==> config.mk <==
export PLATFORM = sky130hd
export DESIGN_NAME = canmp_top
export DESIGN_NICKNAME = d
export VERILOG_FILES = /design/src/hw/canmp_pkg.sv /design/src/hw/canmp_top.sv
export SDC_FILE = /design/constraint.sdc
export NUM_CORES = 2
export LEC_CHECK = 0
export BUFFER_PORTS_ARGS = -buffer_cell sky130_fd_sc_hd__buf_2
export CORE_ASPECT_RATIO = 1.2
export CORE_UTILIZATION = 44
export DETAILED_ROUTE_END_ITERATION = 8
export SYNTH_ARGS = -nofsm -noshare
export SYNTH_HDL_FRONTEND = slang
export SYNTH_SLANG_ARGS = --single-unit
export TNS_END_PERCENT = 100
==> constraint.sdc <==
create_clock -name REF_CLK -period 10.8 [get_ports REF_CLK]
set_input_delay 0 -clock REF_CLK [delete_from_list [all_inputs] [get_ports REF_CLK]]
set_output_delay 0 -clock REF_CLK [all_outputs]
set_load 0.03 [all_outputs]
==> src/hw/canmp_pkg.sv <==
package canmp_pkg;
	// ****************************************************************
	// sizes
	// ****************************************************************
	localparam int NUM_OBJ  = 4;
	localparam int NUM_PND  = 8;
	localparam int NUM_LINE = 8;
	localparam int ID_W     = 29;
	// ****************************************************************
	// register map, per-object block at OBJ_BASE + n*OBJ_STRIDE
	// ****************************************************************
	localparam logic [11:0] PND_BASE   = 12'h000;
	localparam logic [11:0] IDX_BASE   = 12'h020;
	localparam logic [11:0] CTRL_REG   = 12'h040;
	localparam logic [11:0] OBJ_BASE   = 12'h100;
	localparam logic [11:0] OBJ_STRIDE = 12'h020;
	localparam logic [4:0]  OFS_OCTL   = 5'h00;
	localparam logic [4:0]  OFS_OPTR   = 5'h04;
	localparam logic [4:0]  OFS_OID    = 5'h08;
	localparam logic [4:0]  OFS_OLEN   = 5'h0c;
	localparam logic [4:0]  OFS_ODLO   = 5'h10;
	localparam logic [4:0]  OFS_ODHI   = 5'h14;
	// object_control_reg fields
	localparam int CB_VALID = 0;
	localparam int CB_SEL   = 1;
	localparam int CB_RECEIVE_ALLOW  = 2;
	localparam int CB_UPD   = 3;
	localparam int CB_NEW   = 4;
	localparam int CB_LOST  = 5;
	localparam int CB_RXP   = 6;
	localparam int CB_TXP   = 7;
	localparam int CB_RXIE  = 8;
	localparam int CB_TXIE  = 9;
	// pointer register fields
	localparam int PF_RXL = 0;
	localparam int PF_TXL = 4;
	localparam int PF_POS = 8;
	// fold select encodings
	localparam logic [1:0] FOLD_NONE = 2'h0;
	localparam logic [1:0] FOLD_NODE = 2'h2;
	localparam logic [31:0] PND_RST  = 32'h00000000;
	localparam logic [5:0]  IDX_NONE = 6'h20;

	typedef struct packed {
		logic          ide;
		logic          remote;
		logic [3:0]    dlc;
		logic [ID_W-1:0] id;
		logic [63:0]   data;
	} canmp_frame_t;

	typedef enum logic [1:0] {
		CANMP_IDLE,
		CANMP_STORE,
		CANMP_FLAGS
	} canmp_state_t;
endpackage : canmp_pkg

==> src/hw/canmp_top.sv <==
// Summary of operation
// - pending flags set on success, irq or not
// - each object routes tx/rx irq independently
// - rx irq also for fifo/gateway storage
// - every irq request also sets pending bit
// - position [7:5] register, [4:0] bit
// - control field folds node pointer in
// - cpu write zero clears, one keeps
// - hardware set wins over cpu clear
// - index shows lowest set bit, combinational
// - pending registers drive no irq lines
// - store only while object valid
// - clearing valid aborts ongoing writes
// - acceptance win sets selected flag
// - store only if selected still set
// - receive allowed only with receive enable
// - receive enable sampled at filtering only
// - updating flag spans storage and flags
// - store id/ide/dlc, data only data frames
// - set new data, lost if already set
// - flags same for data and remote
`timescale 1ns/1ps
`default_nettype none
module canmp_top
	import canmp_pkg::*;
#(
	parameter int N_OBJ = NUM_OBJ
) (
	input  wire logic                 REF_CLK,
	input  wire logic                 RST_N,
	input  wire logic                 HSEL,
	input  wire logic [31:0]          HADDR,
	input  wire logic [1:0]           HTRANS,
	input  wire logic                 HWRITE,
	input  wire logic [2:0]           HSIZE,
	input  wire logic [31:0]          HWDATA,
	input  wire logic                 HREADY,
	output logic      [31:0]          HRDATA,
	output logic                      HREADYOUT,
	output logic                      HRESP,
	input  wire logic                 ACC_WIN,
	input  wire logic [7:0]           ACC_OBJ,
	input  wire logic [2:0]           ACC_NODE,
	output logic      [N_OBJ-1:0]     RX_ALLOWED,
	input  wire logic                 RX_DONE,
	input  wire logic [7:0]           RX_OBJ,
	input  wire logic [2:0]           RX_NODE,
	input  wire canmp_frame_t         RX_FRAME,
	input  wire logic                 TX_DONE,
	input  wire logic [7:0]           TX_OBJ,
	input  wire logic [2:0]           TX_NODE,
	output logic      [NUM_LINE-1:0]  IRQ_LINE
);
	// ****************************************************************
	// state
	// ****************************************************************
	typedef struct packed {
		logic [NUM_PND-1:0][31:0] pnd;
		logic [1:0]               fold;
		logic [N_OBJ-1:0][9:0]    octl;
		logic [N_OBJ-1:0][15:0]   optr;
		logic [N_OBJ-1:0][ID_W:0] oid;
		logic [N_OBJ-1:0][3:0]    olen;
		logic [N_OBJ-1:0][63:0]   odat;
		canmp_state_t             st;
		logic [7:0]               cur_obj;
		logic [2:0]               cur_node;
		canmp_frame_t             cur_frm;
		logic                     aph;
		logic                     awr;
		logic [11:0]              aadr;
		logic [31:0]              rdat;
		logic [NUM_LINE-1:0]      irq;
	} canmp_reg_t;

	canmp_reg_t s_ff;
	canmp_reg_t nxt_s;

	function automatic logic [5:0] lowest_set(input logic [31:0] v);
		logic [5:0] r;
		r = IDX_NONE;
		for (int i = 31; i >= 0; i--) begin
			if (v[i]) begin
				r = 6'(i);
			end
		end
		return r;
	endfunction

	// pending position with optional node fold, wraps modulo 256
	function automatic logic [7:0] pend_pos(input logic [7:0] sel, input logic [2:0] node,
		input logic [3:0] line, input logic [1:0] fold);
		logic [7:0] add;
		add = 8'h00;
		if (fold == FOLD_NODE) begin
			add = {node, 5'h00};
		end else if (fold != FOLD_NONE) begin
			add = {1'b0, line[2:0], 4'h0};
		end
		return sel + add;
	endfunction

	logic [NUM_PND-1:0][5:0] idx;
	logic                    acc_go;
	logic                    wr_go;
	logic [11:0]             rel;
	logic [7:0]              sel_obj;
	logic                    val_clr;

	always_comb begin
		for (int p = 0; p < NUM_PND; p++) begin
			idx[p] = lowest_set(s_ff.pnd[p]);
		end
		for (int o = 0; o < N_OBJ; o++) begin
			RX_ALLOWED[o] = s_ff.octl[o][CB_VALID] & s_ff.octl[o][CB_RECEIVE_ALLOW];
		end
	end

	assign acc_go = HSEL & HREADY & HTRANS[1];
	assign wr_go  = s_ff.aph & s_ff.awr;
	assign rel    = s_ff.aadr - OBJ_BASE;
	assign sel_obj = 8'(rel[11:5]);
	// cpu clearing valid of the object under storage aborts it in that same cycle
	assign val_clr = wr_go && s_ff.aadr >= OBJ_BASE && sel_obj == s_ff.cur_obj
		&& rel[4:0] == OFS_OCTL && !HWDATA[CB_VALID];

	// ****************************************************************
	// next state
	// ****************************************************************
	always_comb begin
		logic [7:0]  pos;
		logic [9:0]  c;
		logic [2:0]  ln;
		logic [31:0] set_rx;
		logic [31:0] hw_set [NUM_PND];
		int          ob;
		logic [N_OBJ-1:0][9:0] oset;
		nxt_s = s_ff;
		oset = '0;
		pos = 8'h00;
		c = 10'h000;
		ln = 3'h0;
		set_rx = 32'h0;
		ob = 0;
		for (int p = 0; p < NUM_PND; p++) begin
			hw_set[p] = 32'h0;
		end
		nxt_s.irq = '0;
		// bus address phase capture
		nxt_s.aph = acc_go;
		if (acc_go) begin
			nxt_s.awr  = HWRITE;
			nxt_s.aadr = HADDR[11:0];
		end
		// transmit completion
		if (TX_DONE && TX_OBJ < 8'(N_OBJ)) begin
			ob = int'(TX_OBJ);
			nxt_s.octl[ob][CB_TXP] = 1'b1;
			oset[ob][CB_TXP] = 1'b1;
			if (s_ff.octl[ob][CB_TXIE]) begin
				ln = s_ff.optr[ob][PF_TXL +: 3];
				nxt_s.irq[ln] = 1'b1;
				pos = pend_pos(s_ff.optr[ob][PF_POS +: 8], TX_NODE,
					s_ff.optr[ob][PF_TXL +: 4], s_ff.fold);
				hw_set[pos[7:5]][pos[4:0]] = 1'b1;
			end
		end
		// receive storage sequence
		unique case (s_ff.st)
			CANMP_IDLE: begin
				// fifo/gateway deliveries come in here as well
				if (RX_DONE && RX_OBJ < 8'(N_OBJ)) begin
					ob = int'(RX_OBJ);
					// receive enable not looked at here, only at filtering
					if (s_ff.octl[ob][CB_VALID] && s_ff.octl[ob][CB_SEL]) begin
						nxt_s.st       = CANMP_STORE;
						nxt_s.cur_obj  = RX_OBJ;
						nxt_s.cur_node = RX_NODE;
						nxt_s.cur_frm  = RX_FRAME;
						nxt_s.octl[ob][CB_UPD] = 1'b1;
					end
				end
			end
			CANMP_STORE: begin
				ob = int'(s_ff.cur_obj);
				if (!s_ff.octl[ob][CB_VALID] || val_clr) begin
					nxt_s.st = CANMP_IDLE;
					nxt_s.octl[ob][CB_UPD] = 1'b0;
				end else begin
					nxt_s.oid[ob]  = {s_ff.cur_frm.ide, s_ff.cur_frm.id};
					nxt_s.olen[ob] = s_ff.cur_frm.dlc;
					if (!s_ff.cur_frm.remote) begin
						nxt_s.odat[ob] = s_ff.cur_frm.data;
					end
					nxt_s.st = CANMP_FLAGS;
				end
			end
			CANMP_FLAGS: begin
				ob = int'(s_ff.cur_obj);
				nxt_s.st = CANMP_IDLE;
				nxt_s.octl[ob][CB_UPD] = 1'b0;
				if (s_ff.octl[ob][CB_VALID] && !val_clr) begin
					// same path for remote and data frames
					c = s_ff.octl[ob];
					nxt_s.octl[ob][CB_NEW] = 1'b1;
					nxt_s.octl[ob][CB_LOST] = c[CB_LOST] | c[CB_NEW];
					nxt_s.octl[ob][CB_RXP] = 1'b1;
					oset[ob][CB_NEW] = 1'b1;
					oset[ob][CB_LOST] = c[CB_NEW];
					oset[ob][CB_RXP] = 1'b1;
					nxt_s.octl[ob][CB_SEL] = 1'b0;
					if (c[CB_RXIE]) begin
						ln = s_ff.optr[ob][PF_RXL +: 3];
						nxt_s.irq[ln] = 1'b1;
						pos = pend_pos(s_ff.optr[ob][PF_POS +: 8], s_ff.cur_node,
							s_ff.optr[ob][PF_RXL +: 4], s_ff.fold);
						set_rx[pos[4:0]] = 1'b1;
						hw_set[pos[7:5]] = hw_set[pos[7:5]] | set_rx;
					end
				end
			end
		endcase
		// after the flags stage, so a fresh win is not lost to its clear
		if (ACC_WIN && ACC_OBJ < 8'(N_OBJ)) begin
			nxt_s.octl[ACC_OBJ][CB_SEL] = 1'b1;
			oset[ACC_OBJ][CB_SEL] = 1'b1;
		end
		// cpu writes; hardware sets are applied after so they win
		if (wr_go) begin
			if (s_ff.aadr < IDX_BASE) begin
				nxt_s.pnd[s_ff.aadr[4:2]] = s_ff.pnd[s_ff.aadr[4:2]] & HWDATA;
			end else if (s_ff.aadr == CTRL_REG) begin
				nxt_s.fold = HWDATA[1:0];
			end else if (s_ff.aadr >= OBJ_BASE && sel_obj < 8'(N_OBJ)) begin
				ob = int'(sel_obj);
				unique case (rel[4:0])
					OFS_OCTL: begin
						// updating bit owned by hardware; pending bits also owned by hardware except clears
						c = HWDATA[9:0];
						c[CB_UPD] = nxt_s.octl[ob][CB_UPD];
						c[CB_TXP] = s_ff.octl[ob][CB_TXP] & HWDATA[CB_TXP];
						c[CB_RXP] = s_ff.octl[ob][CB_RXP] & HWDATA[CB_RXP];
						// hardware set this cycle wins, even over a clear of a set bit
						c = c | oset[ob];
						nxt_s.octl[ob] = c;
					end
					OFS_OPTR: nxt_s.optr[ob] = HWDATA[15:0];
					OFS_OID:  nxt_s.oid[ob]  = HWDATA[ID_W:0];
					OFS_OLEN: nxt_s.olen[ob] = HWDATA[3:0];
					OFS_ODLO: nxt_s.odat[ob][31:0]  = HWDATA;
					OFS_ODHI: nxt_s.odat[ob][63:32] = HWDATA;
					default: ;
				endcase
			end
		end
		for (int p = 0; p < NUM_PND; p++) begin
			nxt_s.pnd[p] = nxt_s.pnd[p] | hw_set[p];
		end
		// read data for the data phase
		nxt_s.rdat = 32'h0;
		if (acc_go && !HWRITE) begin
			if (HADDR[11:0] < IDX_BASE) begin
				nxt_s.rdat = s_ff.pnd[HADDR[4:2]];
			end else if (HADDR[11:0] < CTRL_REG) begin
				nxt_s.rdat = {26'h0, idx[HADDR[4:2]]};
			end else if (HADDR[11:0] == CTRL_REG) begin
				nxt_s.rdat = {30'h0, s_ff.fold};
			end else if (HADDR[11:0] >= OBJ_BASE && 8'(HADDR[11:5] - 7'h08) < 8'(N_OBJ)) begin
				ob = int'(HADDR[11:5] - 7'h08);
				unique case (HADDR[4:0])
					OFS_OCTL: nxt_s.rdat = {22'h0, s_ff.octl[ob]};
					OFS_OPTR: nxt_s.rdat = {16'h0, s_ff.optr[ob]};
					OFS_OID:  nxt_s.rdat = {{(31-ID_W){1'b0}}, s_ff.oid[ob]};
					OFS_OLEN: nxt_s.rdat = {28'h0, s_ff.olen[ob]};
					OFS_ODLO: nxt_s.rdat = s_ff.odat[ob][31:0];
					OFS_ODHI: nxt_s.rdat = s_ff.odat[ob][63:32];
					default:  nxt_s.rdat = 32'h0;
				endcase
			end
		end
	end

	always_ff @(posedge REF_CLK or negedge RST_N) begin
		if (!RST_N) begin
			s_ff <= '0;
		end else begin
			s_ff <= nxt_s;
		end
	end

	assign HRDATA    = s_ff.rdat;
	assign HREADYOUT = 1'b1;
	assign HRESP     = 1'b0;
	// lines come only from object routing, never from pending contents
	assign IRQ_LINE  = s_ff.irq;
endmodule : canmp_top
`default_nettype wire

==> impl_summary.log <==
INFO  metric run_status = finished clean
INFO  metric critPathMostFrequentCell = sky130_fd_sc_hd__xnor2_1
INFO  metric worst-r2r-cell-count = 12
INFO  metric drtIter0Drc = 6,101
INFO  metric critical_path_fanout_max = 23
INFO  metric cts_tree = yes
INFO  metric critPathArrivalTime = about 5600 ps
INFO  metric unrepaired_setup_endpoints_after_global_routing = no
INFO  metric int_pwr = 6.85 mW
INFO  metric post_synth_inst_count = approximately 5,400
INFO  metric pwr_density_cell = between 150 and 200 nW/um^2
INFO  metric grt_pass1_wl = 338,000 microns
INFO  metric clockBufferDepth = 3
INFO  metric cts_buffers = about 100
INFO  metric final_critical_path_share_of_the_clock_period = 0.465
INFO  metric number_of_setup_violations_in_the_final_report = 0
INFO  metric yosysSeqAreaShare = 0.418
INFO  metric grt_max_degree = 173
INFO  metric synthTopCellsByCount = 920 x sky130_fd_sc_hd__dfrtp_1, 628 x sky130_fd_sc_hd__nand2_1, 570 x sky130_fd_sc_hd__nor2_1
INFO  metric placement.cell_area = 57,000 sq um
INFO  metric grt_antenna_before_repair = 8
INFO  metric detailroute.via_count = 49,200
INFO  metric dp_hpwl = between 100,000 and 150,000 microns
INFO  metric critical-path-top-delay-family = simple AND/OR/NAND/NOR gates
INFO  metric synth_async_reset_ratio = 1.00
INFO  metric tightestPinTransition = between 1000 and 1500 ps
INFO  metric crit_path_cell_trace = buf_4, mux4_2, and2_1, ha_1, inv_1, fa_1, xnor2_1, xnor2_1, nand3_2, o21ai_1, nand2_1, o311ai_0
INFO  metric port-buffer-count = 225
INFO  metric postCtsSetupBuffers = 0
INFO  metric synthMostInstantiatedCell = sky130_fd_sc_hd__dfrtp_1
INFO  metric synth.largest_area_cell = sky130_fd_sc_hd__dfrtp_1
INFO  metric finish.instance_area = 62,400 sq um
INFO  metric postSynthRegisterBits = around 900
INFO  metric finalHoldViolCount = 0
INFO  metric multiInputGateArea = 29,700 sq um
INFO  metric finish.utilization = 0.504
INFO  metric detail-route-antenna-nets = 0
INFO  metric n_fill_cell = ~11,000
INFO  metric via_count_of_the_first_global_routing_pass = 48,200
INFO  metric startpoint_type = register
INFO  metric setup_tns = 0 ps
INFO  metric post_cts.resized_instances = 0
INFO  metric p_total = 9.88 mW
INFO  metric yosys.cell_types.count = 90
INFO  metric tritoncts_num_sinks = ~900
INFO  metric routed_via_density = 6.80
INFO  metric fp.coreArea = 124,000 sq um
INFO  metric syn_to_final_growth = 13.2%
INFO  metric seqPwrFrac = 0.422
INFO  metric number_of_optimization_iterations_in_the_first_detailed_route_pass = 8
INFO  metric fmax = 199 MHz
INFO  metric synth-edff-count = 0
INFO  metric timing.hold.ws = 41.3 ps
INFO  metric synthFlopType = sky130_fd_sc_hd__dfrtp_1
INFO  metric netSwitchingPower = 3.03 mW
INFO  metric rows = 141
INFO  metric required_time_of_the_worst_setup_path = 11,400 ps
INFO  metric detail_route.wl_per_cell = ~32 microns
INFO  metric floorplan.initialDensity = 0.446
INFO  metric routed_wl = between 200,000 and 250,000 microns
INFO  metric worst_setup_hold_path_clk_slew = 60 ps
INFO  metric finalWeightedCongestion = around 1.0
INFO  metric drt_drc_violations_left = 0
INFO  metric design.portCount = 255
INFO  metric die_width = 325 microns
INFO  metric worst_path_largest_cell_delay = 860 ps
INFO  metric power.ir.vdd_worst = 0.000122 V
INFO  metric combPwrFrac = 0.192
INFO  metric timing.final.crit_period = 5030 ps
INFO  metric die_area = 127,000 sq um
INFO  metric synth.avg_cell_area = 10.2 sq um
INFO  metric cp_slowest_cell = sky130_fd_sc_hd__o21ai_1
INFO  metric timing.hold.worst_path_depth = 3
INFO  metric path_buf_inv = 2
INFO  metric final_nets = around 5,700
INFO  metric sequential_cell_area = 23,000 sq um
INFO  metric ctsHtreeMaxLevel = 3
INFO  metric mappedNetlistNets = around 5,600
INFO  metric gr-usage-all-layers = 0.363
INFO  metric p_sw_frac = 0.306
INFO  metric worst_slew_margin_rel = 0.0893
INFO  metric synthTopCellsByArea = sky130_fd_sc_hd__dfrtp_1 42%, sky130_fd_sc_hd__mux4_2 11%, sky130_fd_sc_hd__mux2i_1 8.6%
INFO  metric top_cell_type_s_share_of_synthesized_area = 0.418
INFO  metric die-height = 390 microns
INFO  metric setup_cp_type = register to register
INFO  metric logic_depth_of_the_worst_setup_path_including_buffers = 12
INFO  metric hold_path_class = primary input to register
INFO  metric layout-drive-gt1-share = 0.189
INFO  metric clkLatencyLatePin = 740 ps
INFO  metric synth.yosys.warnings = 0
INFO  metric clockRootBuffer = sky130_fd_sc_hd__clkbuf_16
INFO  metric drv_cap = 0
INFO  metric final-max-slew-violation-count = 0
INFO  metric cp-end-kind = register
INFO  metric power_frac_clock = 0.386
INFO  metric final.setup_skew = around 30 ps
INFO  metric grt-ovfl-total = 0
INFO  metric p_leak = roughly 25 nW
INFO  metric post_synth_instance_area = 55,100 sq um
==> per-layer routing <==
layer | GRT usage | wire, microns
met4 | 0.218 | 16300
met5 | 0 | 27
met1 | 0.458 | 87500
met2 | 0.571 | 107000
met3 | 0.0829 | 23800
==> cells by family after synthesis <==
logic type | count (synthesis) | share of synthesized area
fa+ha+maj | 16 | 0.00390
simple gates | 1607 | 0.129
buf+inv | 551 | 0.0468
other cells | 2 | 0.000136
mux | 959 | 0.239
xor+xnor | 23 | 0.00438
flops | 920 | 0.418
compound gates | 1309 | 0.159
==> stage by stage <==
| stage | setup WS [ps] | instances |
|---|---|---|
| after CTS | 6030 | 7233 |
| after global placement | 6070 | 6869 |
| after floorplan | 6740 | 5387 |
| after detailed placement | 6030 | 6869 |
| final | 5770 | 7235 |
| after global routing | 5680 | 7233 |
==> what timing repair did <==
item	CTS	global route
endpoints found under the setup margin	0	0
hold buffers	176	0
hold endpoints to repair	682	0
==> worst paths after layout <==
path	slack, ps	end	start
min in group asynchronous	480	HRDATA[4]$_DFF_PN0_	RST_N
max in group asynchronous	8020	s_ff[107]$_DFFE_PN0P_	RST_N
min	40	s_ff[95]$_DFFE_PN0P_	RX_FRAME[41]
max	5770	s_ff[914]$_DFF_PN0_	s_ff[156]$_DFFE_PN0P_
max reg2reg	5770	s_ff[914]$_DFF_PN0_	s_ff[156]$_DFFE_PN0P_
min reg2reg	500	register	register
==> cell usage in the layout (no fill, tap or decap), drive strengths merged, types with 42 or more instances in the layout <==
cell / instances
dfrtp: 920
nand2: 631
nor2: 573
mux2i: 475
o21ai: 335
buf: 320
a21oi: 295
mux4: 264
o221ai: 245
mux2: 220
dlygate4sd3: 176
clkbuf: 146
nor3: 79
nor4: 74
inv: 72
nand3: 59
a32oi: 55
o22a: 51
o22ai: 47
nor2b: 43
a31oi: 42
==> state kept, by name, indices dropped and copies added (netlist names), named ones only <==
signal and flops:
s_ff 816, HRDATA 32, IRQ_LINE 8
==> cell type report <==
cell class | instances | area share
Multi-Input combinational cell | 3916 | 0.476
Clock inverter | 42 | 0.00981
Antenna cell | 2 | 0.0000802
Tap cell | 1644 | 0.0330
Sequential cell | 920 | 0.369
Inverter | 69 | 0.00415
Timing Repair Buffer | 496 | 0.0597
Clock buffer | 146 | 0.0478
==> power by group through the flow <==
stage	registers [mW]	logic, mW	clock network (mW)
after floorplan	4.02	1.27	0
after global placement	4.20	1.77	0
after detailed placement	4.21	1.80	0
after CTS	4.15	1.86	3.84
after global routing	4.20	2.02	3.98
final	4.17	1.90	3.81
==> worst register-to-register path, cell delays in order, from the launching register on <==
cell and delay, ps:
sky130_fd_sc_hd__dfrtp_1 320, sky130_fd_sc_hd__buf_4 400, sky130_fd_sc_hd__mux4_2 420, sky130_fd_sc_hd__and2_1 300, sky130_fd_sc_hd__ha_1 220, sky130_fd_sc_hd__inv_1 60, sky130_fd_sc_hd__fa_1 470, sky130_fd_sc_hd__xnor2_1 560
sky130_fd_sc_hd__xnor2_1 220, sky130_fd_sc_hd__nand3_2 790, sky130_fd_sc_hd__o21ai_1 880, sky130_fd_sc_hd__nand2_1 130, sky130_fd_sc_hd__o311ai_0 140
Note: power is estimated with default switching activity, not from simulation.
